## src/owr_pkg.sv

```systemverilog
// constants, field layout and carrier types for the single-wire led chain host
// assumes a 250 MHz system clock; shared by the host, its word fifo, the driver model and the bench
`default_nettype none

package owr_pkg;

  // clock and bit period limits
  localparam int CLK_MHZ            = 250;
  localparam int NS_PER_US          = 1000;
  localparam int BIT_PERIOD_MIN_NS  = 330;
  localparam int BIT_PERIOD_MAX_NS  = 10000;
  localparam int BIT_PERIOD_MIN_CYC = (BIT_PERIOD_MIN_NS * CLK_MHZ + NS_PER_US - 1) / NS_PER_US;
  localparam int BIT_PERIOD_MAX_CYC = (BIT_PERIOD_MAX_NS * CLK_MHZ) / NS_PER_US;
  localparam int CNT_W              = 12;

  // pulse shaping inside one bit slot, as right shifts of the period
  localparam int PULSE_SHIFT        = 3;
  localparam int SECOND_SHIFT       = 2;

  // device low-time thresholds, and what the host actually holds
  localparam int DEV_EOS_HALF_PERIODS = 7;
  localparam int DEV_LATCH_PERIODS    = 8;
  localparam int EOS_HOLD_PERIODS     = 5;
  localparam int LATCH_HOLD_PERIODS   = 12;
  localparam int HOLD_W               = 6;

  // packet layout
  localparam int          LEVEL_W   = 12;
  localparam int          PKT_W     = 48;
  localparam int          BIT_IDX_W = 6;
  localparam int          MEAS_BITS = 2;
  localparam int          KEY_LSB   = 36;
  localparam int          CH0_LSB   = 24;
  localparam int          CH1_LSB   = 12;
  localparam int          CH2_LSB   = 0;
  localparam logic [11:0] WRITE_KEY = 12'h3aa;
  localparam int          CHAIN_W   = 8;

  // three levels travel as one word, ch0 in the top bits
  typedef struct packed {
    logic [LEVEL_W-1:0] ch0;
    logic [LEVEL_W-1:0] ch1;
    logic [LEVEL_W-1:0] ch2;
  } owr_level_word_type;

  typedef struct packed {
    logic busy;
    logic frame_done;
    logic underrun;
  } owr_status_type;

  typedef enum logic [1:0] {
    OWR_IDLE,
    OWR_BIT,
    OWR_HOLD
  } owr_state_type;

endpackage

`default_nettype wire

```

## src/owr_fifo.sv

```systemverilog
// word fifo in front of the serial line encoder
// assumes one clock; the drain side may stall for whole packets
`default_nettype none
`timescale 1ns/100ps

module owr_fifo
  import owr_pkg::*;
#(
  parameter int WIDTH = 36,
  parameter int DEPTH = 8
) (
  // clock and reset
  input  wire logic                       clk_i,
  input  wire logic                       rst_b_i,
  // fill side
  input  wire logic                       in_valid_i,
  output logic                            in_ready_o,
  input  wire logic [WIDTH-1:0]           in_data_i,
  // drain side
  output logic                            out_valid_o,
  input  wire logic                       out_ready_i,
  output logic [WIDTH-1:0]                out_data_o,
  output logic [$clog2(DEPTH+1)-1:0]      fill_o
);

  localparam int AW = (DEPTH > 1) ? $clog2(DEPTH) : 1;
  localparam int FW = $clog2(DEPTH+1);
  localparam logic [AW-1:0] LAST_PTR = AW'(DEPTH - 1);
  localparam logic [FW-1:0] FULL_FILL = FW'(DEPTH);

  logic [WIDTH-1:0] mem_reg [DEPTH];
  logic [AW-1:0]    wr_ptr_reg;
  logic [AW-1:0]    rd_ptr_reg;
  logic [FW-1:0]    fill_reg;
  logic             push;
  logic             pop;

  assign in_ready_o  = (fill_reg != FULL_FILL);
  assign out_valid_o = (fill_reg != '0);
  assign push        = in_valid_i && in_ready_o;
  assign pop         = out_valid_o && out_ready_i;
  assign out_data_o  = mem_reg[rd_ptr_reg];
  assign fill_o      = fill_reg;

  always_ff @(posedge clk_i) begin
    if (push) begin
      mem_reg[wr_ptr_reg] <= in_data_i;
    end
  end

  always_ff @(posedge clk_i or negedge rst_b_i) begin
    if (!rst_b_i) begin
      wr_ptr_reg <= '0;
      rd_ptr_reg <= '0;
      fill_reg   <= '0;
    end else begin
      if (push) begin
        wr_ptr_reg <= (wr_ptr_reg == LAST_PTR) ? '0 : wr_ptr_reg + 1'b1;
      end
      if (pop) begin
        rd_ptr_reg <= (rd_ptr_reg == LAST_PTR) ? '0 : rd_ptr_reg + 1'b1;
      end
      if (push && !pop) begin
        fill_reg <= fill_reg + 1'b1;
      end else if (pop && !push) begin
        fill_reg <= fill_reg - 1'b1;
      end
    end
  end

endmodule // owr_fifo

`default_nettype wire

```

## src/owr_chain_host.sv

```systemverilog
// host that writes level words to a chain of single-wire led drivers
// assumes the chain listens on serial_line_in_o; one word per device per frame
`default_nettype none
`timescale 1ns/100ps

module owr_chain_host
  import owr_pkg::*;
#(
  parameter int BIT_PERIOD_NS  = 1000,
  parameter int FIFO_DEPTH     = 8,
  parameter int EOS_PERIODS    = EOS_HOLD_PERIODS,
  parameter int LATCH_PERIODS  = LATCH_HOLD_PERIODS
) (
  // clock and reset
  input  wire logic               clk_i,
  input  wire logic               rst_b_i,
  // level words, one per device, first device first
  input  wire owr_level_word_type word_i,
  input  wire logic               word_valid_i,
  output logic                    word_ready_o,
  // number of devices in the chain
  input  wire logic [CHAIN_W-1:0] chain_len_i,
  // serial line to the first device
  output logic                    serial_line_in_o,
  // status
  output owr_status_type          status_o
);

  localparam int BIT_CYC    = (BIT_PERIOD_NS * CLK_MHZ) / NS_PER_US;
  localparam int PULSE_CYC  = BIT_CYC >> PULSE_SHIFT;
  localparam int SECOND_CYC = BIT_CYC >> SECOND_SHIFT;
  localparam int FW         = $clog2(FIFO_DEPTH + 1);

  localparam logic [CNT_W-1:0]     LAST_CYC_C   = CNT_W'(BIT_CYC - 1);
  localparam logic [CNT_W-1:0]     PULSE_C      = CNT_W'(PULSE_CYC);
  localparam logic [CNT_W-1:0]     SECOND_C     = CNT_W'(SECOND_CYC);
  localparam logic [CNT_W-1:0]     SECOND_END_C = CNT_W'(SECOND_CYC + PULSE_CYC);
  localparam logic [HOLD_W-1:0]    EOS_LAST_C   = HOLD_W'(EOS_PERIODS - 1);
  localparam logic [HOLD_W-1:0]    LATCH_LAST_C = HOLD_W'(LATCH_PERIODS - 1);
  localparam logic [BIT_IDX_W-1:0] LAST_BIT_C   = BIT_IDX_W'(PKT_W - 1);
  localparam logic [BIT_IDX_W-1:0] MEAS_BITS_C  = BIT_IDX_W'(MEAS_BITS);
  localparam logic [FW-1:0]        DEPTH_C      = FW'(FIFO_DEPTH);

  owr_state_type      state_reg;
  logic [CNT_W-1:0]   cnt_reg;
  logic [HOLD_W-1:0]  hold_reg;
  logic [BIT_IDX_W-1:0] bit_idx_reg;
  logic [PKT_W-1:0]   pkt_reg;
  logic [PKT_W-1:0]   pkt_next;
  logic [CHAIN_W-1:0] pkt_cnt_reg;
  logic               is_latch_reg;
  logic               line_reg;
  logic               line_next;
  logic               done_reg;
  logic               underrun_reg;

  owr_level_word_type fifo_word;
  logic               fifo_valid;
  logic               fifo_pop;
  logic [FW-1:0]      fifo_fill;
  logic [CHAIN_W-1:0] chain_len;
  logic [FW-1:0]      need_words;
  logic               slot_end;
  logic               pkt_end;
  logic               hold_end;
  logic               frame_last;

  owr_fifo #(
    .WIDTH ($bits(owr_level_word_type)),
    .DEPTH (FIFO_DEPTH)
  ) u_fifo (
    .clk_i       (clk_i),
    .rst_b_i     (rst_b_i),
    .in_valid_i  (word_valid_i),
    .in_ready_o  (word_ready_o),
    .in_data_i   (word_i),
    .out_valid_o (fifo_valid),
    .out_ready_i (fifo_pop),
    .out_data_o  (fifo_word),
    .fill_o      (fifo_fill)
  );

  // a chain length of zero is taken as one device
  assign chain_len = (chain_len_i == '0) ? CHAIN_W'(1) : chain_len_i;

  // frame waits until the fifo holds the whole chain, or is full
  assign need_words = (chain_len >= CHAIN_W'(FIFO_DEPTH)) ? DEPTH_C : FW'(chain_len);

  assign slot_end   = (cnt_reg == LAST_CYC_C);
  assign pkt_end    = (state_reg == OWR_BIT) && slot_end && (bit_idx_reg == LAST_BIT_C);
  assign hold_end   = (state_reg == OWR_HOLD) && slot_end
                   && (hold_reg == (is_latch_reg ? LATCH_LAST_C : EOS_LAST_C));
  assign frame_last = (pkt_cnt_reg == chain_len);

  // a new packet is taken at frame start or after a packet end hold
  assign fifo_pop = fifo_valid
                 && (((state_reg == OWR_IDLE) && (fifo_fill >= need_words))
                  || (hold_end && !is_latch_reg));

  // key on top, then ch0, ch1, ch2 down to bit zero
  assign pkt_next = {WRITE_KEY, fifo_word.ch0, fifo_word.ch1, fifo_word.ch2};

  // every slot starts with a rising edge; a one adds a second early edge
  always_comb begin
    line_next = 1'b0;
    if (state_reg == OWR_BIT) begin
      if (cnt_reg < PULSE_C) begin
        line_next = 1'b1;
      end else if (pkt_reg[PKT_W-1] && (cnt_reg >= SECOND_C) && (cnt_reg < SECOND_END_C)) begin
        line_next = 1'b1;
      end
    end
  end

  // sequencing: slots, packets and holds
  always_ff @(posedge clk_i or negedge rst_b_i) begin
    if (!rst_b_i) begin
      state_reg    <= OWR_IDLE;
      cnt_reg      <= '0;
      hold_reg     <= '0;
      bit_idx_reg  <= '0;
      is_latch_reg <= 1'b0;
    end else begin
      case (state_reg)
        OWR_IDLE: begin
          cnt_reg     <= '0;
          hold_reg    <= '0;
          bit_idx_reg <= '0;
          if (fifo_pop) begin
            state_reg <= OWR_BIT;
          end
        end
        OWR_BIT: begin
          cnt_reg <= slot_end ? '0 : cnt_reg + 1'b1;
          if (pkt_end) begin
            // latch once the chain is served, or when words ran out
            state_reg    <= OWR_HOLD;
            is_latch_reg <= frame_last || !fifo_valid;
            hold_reg     <= '0;
          end else if (slot_end) begin
            bit_idx_reg <= bit_idx_reg + 1'b1;
          end
        end
        OWR_HOLD: begin
          cnt_reg <= slot_end ? '0 : cnt_reg + 1'b1;
          if (slot_end) begin
            hold_reg <= hold_reg + 1'b1;
          end
          if (hold_end) begin
            bit_idx_reg <= '0;
            hold_reg    <= '0;
            state_reg   <= is_latch_reg ? OWR_IDLE : OWR_BIT;
          end
        end
        default: begin
          state_reg <= OWR_IDLE;
        end
      endcase
    end
  end

  // packet shifter, msb leaves first
  always_ff @(posedge clk_i or negedge rst_b_i) begin
    if (!rst_b_i) begin
      pkt_reg <= '0;
    end else if (fifo_pop) begin
      pkt_reg <= pkt_next;
    end else if ((state_reg == OWR_BIT) && slot_end) begin
      pkt_reg <= {pkt_reg[PKT_W-2:0], 1'b0};
    end
  end

  // packets sent in the current frame
  always_ff @(posedge clk_i or negedge rst_b_i) begin
    if (!rst_b_i) begin
      pkt_cnt_reg <= '0;
    end else if (hold_end && is_latch_reg) begin
      pkt_cnt_reg <= '0;
    end else if (fifo_pop) begin
      pkt_cnt_reg <= pkt_cnt_reg + 1'b1;
    end
  end

  // line driver, low at rest and during holds
  always_ff @(posedge clk_i or negedge rst_b_i) begin
    if (!rst_b_i) begin
      line_reg <= 1'b0;
    end else begin
      line_reg <= line_next;
    end
  end

  // frame end pulses
  always_ff @(posedge clk_i or negedge rst_b_i) begin
    if (!rst_b_i) begin
      done_reg     <= 1'b0;
      underrun_reg <= 1'b0;
    end else begin
      done_reg     <= hold_end && is_latch_reg;
      underrun_reg <= hold_end && is_latch_reg && !frame_last;
    end
  end

  assign serial_line_in_o    = line_reg;
  assign status_o.busy       = (state_reg != OWR_IDLE);
  assign status_o.frame_done = done_reg;
  assign status_o.underrun   = underrun_reg;
endmodule // owr_chain_host

`default_nettype wire

```

## config.mk

```make
export PLATFORM = sky130hd
export DESIGN_NAME = owr_chain_host
export DESIGN_NICKNAME = d
export VERILOG_FILES = /design/src/owr_pkg.sv /design/src/owr_fifo.sv /design/src/owr_chain_host.sv
export SDC_FILE = /design/constraint.sdc
export NUM_CORES = 1
export LEC_CHECK = 0
export BUFFER_PORTS_ARGS = -buffer_cell sky130_fd_sc_hd__buf_4
export CORE_ASPECT_RATIO = 0.9
export CORE_UTILIZATION = 45
export DETAILED_ROUTE_END_ITERATION = 12
export GPL_ROUTABILITY_DRIVEN = 0
export SLEW_MARGIN = 20
export SYNTH_ARGS = -nofsm -noshare
export SYNTH_HDL_FRONTEND = slang
export SYNTH_HIERARCHICAL = 1
export SYNTH_SLANG_ARGS = --single-unit
```

## constraint.sdc

```tcl
create_clock -name clk_i -period 5.9 [get_ports clk_i]
set_input_delay 1.18 -clock clk_i [delete_from_list [all_inputs] [get_ports clk_i]]
set_output_delay 1.18 -clock clk_i [all_outputs]
set_load 0.03 [all_outputs]
```

==> results.txt <==
setup TNS - 0 ns
Final HPWL DP - 16900 um
Sequential Power Share - 51.2%
switching part of the total - 22.9%
RSZ-0062 raised after global routing - false
clock-pin slew of the registers on the worst-case setup and hold paths - 0.06 ns
crit path DAT - 4.48 ns
top post-synthesis cells by area - edfxtp_1, dfrtp_1, mux4_2
port bufs - 51
Tightest Pin Transition - 0.948 ns
Worst Setup End Kind - flip-flop
post-CTS resize count - 0
Yosys warnings - 6
Initial Util - 46.1%
Internal Pwr Total - 5.06 mW
Total Wirelength - 30800 um
skew final - 0.0154 ns
status - completed
startpoint class of the critical path - input port
Final setup viols - 0
Mapped Area - 16400 um2
vias in the first global route - 8749
Synth top area share - 52.9%
combined area of the multi-input logic cells - 5040 um2
final core utilization - 52.6%
CTS Sinks - 384
wire length per cell - 20.4 um
fmax - 245 MHz
area delta synth->final - 14.0%
most frequent CP cell - ha_1
GRT Overall Usage - 17.6%
commonest cells in the netlist - edfxtp_1, mux2_2, dfrtp_1
final period utilization - 69.1%
H-tree lvl count - 2
sequential-to-total area share from yosys stat - 67.6%
CTS tree - yes
num rows - 65
total setup buffers inserted after CTS - 0
Slowest-stage cell, CP - or4_1
combinational share of power - 9.5%
NetSw - 1.50 mW
top cell type by total area after synthesis - edfxtp_1
Final Hold Viols - 0
count leader, synth - edfxtp_1
Bufs and invs on worst path - 2
Post-synth EDFFs - 288
Gate Count Post-Synth - 944
Root Driver - clkbuf_16
Overflow after GRT - 0
Syn Nets - 1015
crit path time final - 4.07 ns
first-pass GRT wire length - 50000 um
Final nets - 1081
CTS Buf Count - 40
Post-DRT Antenna Nets - 0
Largest register FFs - 288
Die W - 203 um
die footprint - 37100 um2
Longest Clk Path Bufs - 3
CP Cell Sequence - buf_4, nor3_1, and2_1, nand2_1, ha_1, o21ai_0, nand2b_1, nand3_1, a21boi_4, nand2_1, ha_1, inv_1, ha_1, or4_1, o211ai_1, o211ai_1
Worst slew margin - 36.2%
largest net degree at the start of global routing - 64
Crit Path Category - input port to flip-flop
Iter 0 DRT Violations - 455
Fillers - 2896
clock power share - 39.3%
DIE HEIGHT - 183 um
Leakage - 6.66 nW
Final Max Slew Viols - 0
VDD IR max - 0.274 mV
clk_lat worst skew - 0.54 ns
detailed-route vias per instance - 5.48
# IOs - 52
average size of a mapped cell - 17.3 um2
post-cts hold buffer count - 0
PwrDens - 352 nW/um2
post-synthesis async set-or-reset flop share - 25.0%
Remaining DRCs - 0
CP max stage delay - 0.53 ns
drt pass-1 iters - 5
layout cells sized above 1 - 31.9%
Netlist cell types - 60
Yosys reg bits - 384
CP required - 6.31 ns
Core Footprint - 35500 um2
Worst Path Max Fanout - 8
routed vias - 8283
Min-Delay Path Class - flip-flop to flip-flop
main flop type after synthesis - edfxtp_1
register area - 11100 um2
MaxCap Viol Count - 0
CP top delay family - simple AND/OR/NAND/NOR gates
initial antenna violation count - 1
metal layers:
layer / GRT usage [%] / routed length [um] / share of wire, %
met2: 27.0 / 14000 / 46
met4: 5.08 / 653 / 2.1
met5: 0 / 0 / 0
met1: 25.7 / 14800 / 48
met3: 3.20 / 1290 / 4.2
power by group through the flow:
stage / clock (mW) / combinational, mW / sequential (mW)
after floorplan: 0 / 0.364 / 3.39
after global placement: 0 / 0.632 / 3.40
after detailed placement: 0 / 0.639 / 3.42
after CTS: 2.65 / 0.642 / 3.36
after global routing: 2.76 / 0.692 / 3.38
final: 2.58 / 0.622 / 3.36
cells by family (layout without fill, tap and decap cells):
logic type / after synthesis / after routing / synth area share [%]
AO/OA/AOI/OAI: 66 / 66 / 2.69
XOR/XNOR: 19 / 19 / 1.02
adder cells (fa/ha/maj): 24 / 24 / 1.88
buffers and inverters: 60 / 158 / 1.98
flip-flops: 384 / 384 / 67.6
multiplexers: 199 / 199 / 18.6
other: 0 / 1 / 0
AND/OR/NAND/NOR: 192 / 192 / 6.30
worst min-delay path: stages (launching register included):
cell and delay [ns]:
dfrtp_1 0.34, nand2_1 0.05, nand3b_1 0.07
cell type report:
class                   instances  share of cell area, %
multi-input cells             500                   27.0
clock inverters                14                   1.11
well taps                     469                   3.15
repair buffers                 69                   2.89
flip-flops and latches        384                   59.3
diodes                          1                 0.0134
clock buffers                  60                   6.21
inverters                      15                  0.302
cell usage in the layout (no fill, tap or decap), types with 5 or more instances in the layout:
| master | netlist | layout |
|---|---|---|
| nand4_1 | 11 | 11 |
| mux4_2 | 72 | 72 |
| buf_4 | 2 | 68 |
| o21ai_0 | 13 | 13 |
| mux2i_1 | 13 | 13 |
| nand2b_1 | 12 | 12 |
| or4_1 | 5 | 5 |
| and3_1 | 10 | 10 |
| nand3b_1 | 7 | 7 |
| mux2_2 | 114 | 114 |
| clkbuf_1 | 24 | 14 |
| clkbuf_16 | 0 | 42 |
| bufinv_16 | 0 | 5 |
| nand2_1 | 59 | 59 |
| nand4b_1 | 6 | 6 |
| ha_1 | 23 | 23 |
| nor2b_1 | 5 | 5 |
| nand3_1 | 15 | 15 |
| dfrtp_1 | 96 | 93 |
| edfxtp_1 | 288 | 288 |
| nor2_1 | 31 | 28 |
| xor2_1 | 14 | 14 |
| inv_1 | 15 | 15 |
| a21oi_1 | 20 | 20 |
| a31oi_1 | 6 | 6 |
| xnor2_1 | 5 | 5 |
final timing paths:
path,startpoint,slack (ns),depth (start not counted),endpoint
min in group asynchronous,rst_b_i,0.77,1,pkt_reg[29]
hold reg to reg,pkt_reg[43],0.49,2,pkt_reg[43]
setup / recovery,chain_len_i[3],1.83,16,u_fifo/fill_o[3]
max in group asynchronous,rst_b_i,4.10,2,u_fifo/rd_ptr_reg[0]
setup reg to reg,cnt_reg[1],2.05,13,u_fifo/fill_o[3]
hold / removal,pkt_reg[43],0.49,2,pkt_reg[43]
per-stage QoR:
step | hold WS (ns) | setup slack (ns) | total power [mW] | cell area [um2] | std cells
2_1_floorplan | 0.460 | 0.650 | 3.75 | 16400 | 944
3_3_place_gp | 0.475 | 1.43 | 4.04 | 17300 | 1436
3_5_place_dp | 0.482 | 1.32 | 4.05 | 17300 | 1436
4_1_cts | 0.495 | 1.89 | 6.65 | 18600 | 1510
5_1_grt | 0.519 | 1.51 | 6.83 | 18600 | 1512
6_report | 0.493 | 1.83 | 6.56 | 18600 | 1512
Note: power is estimated with default switching activity, not from simulation.
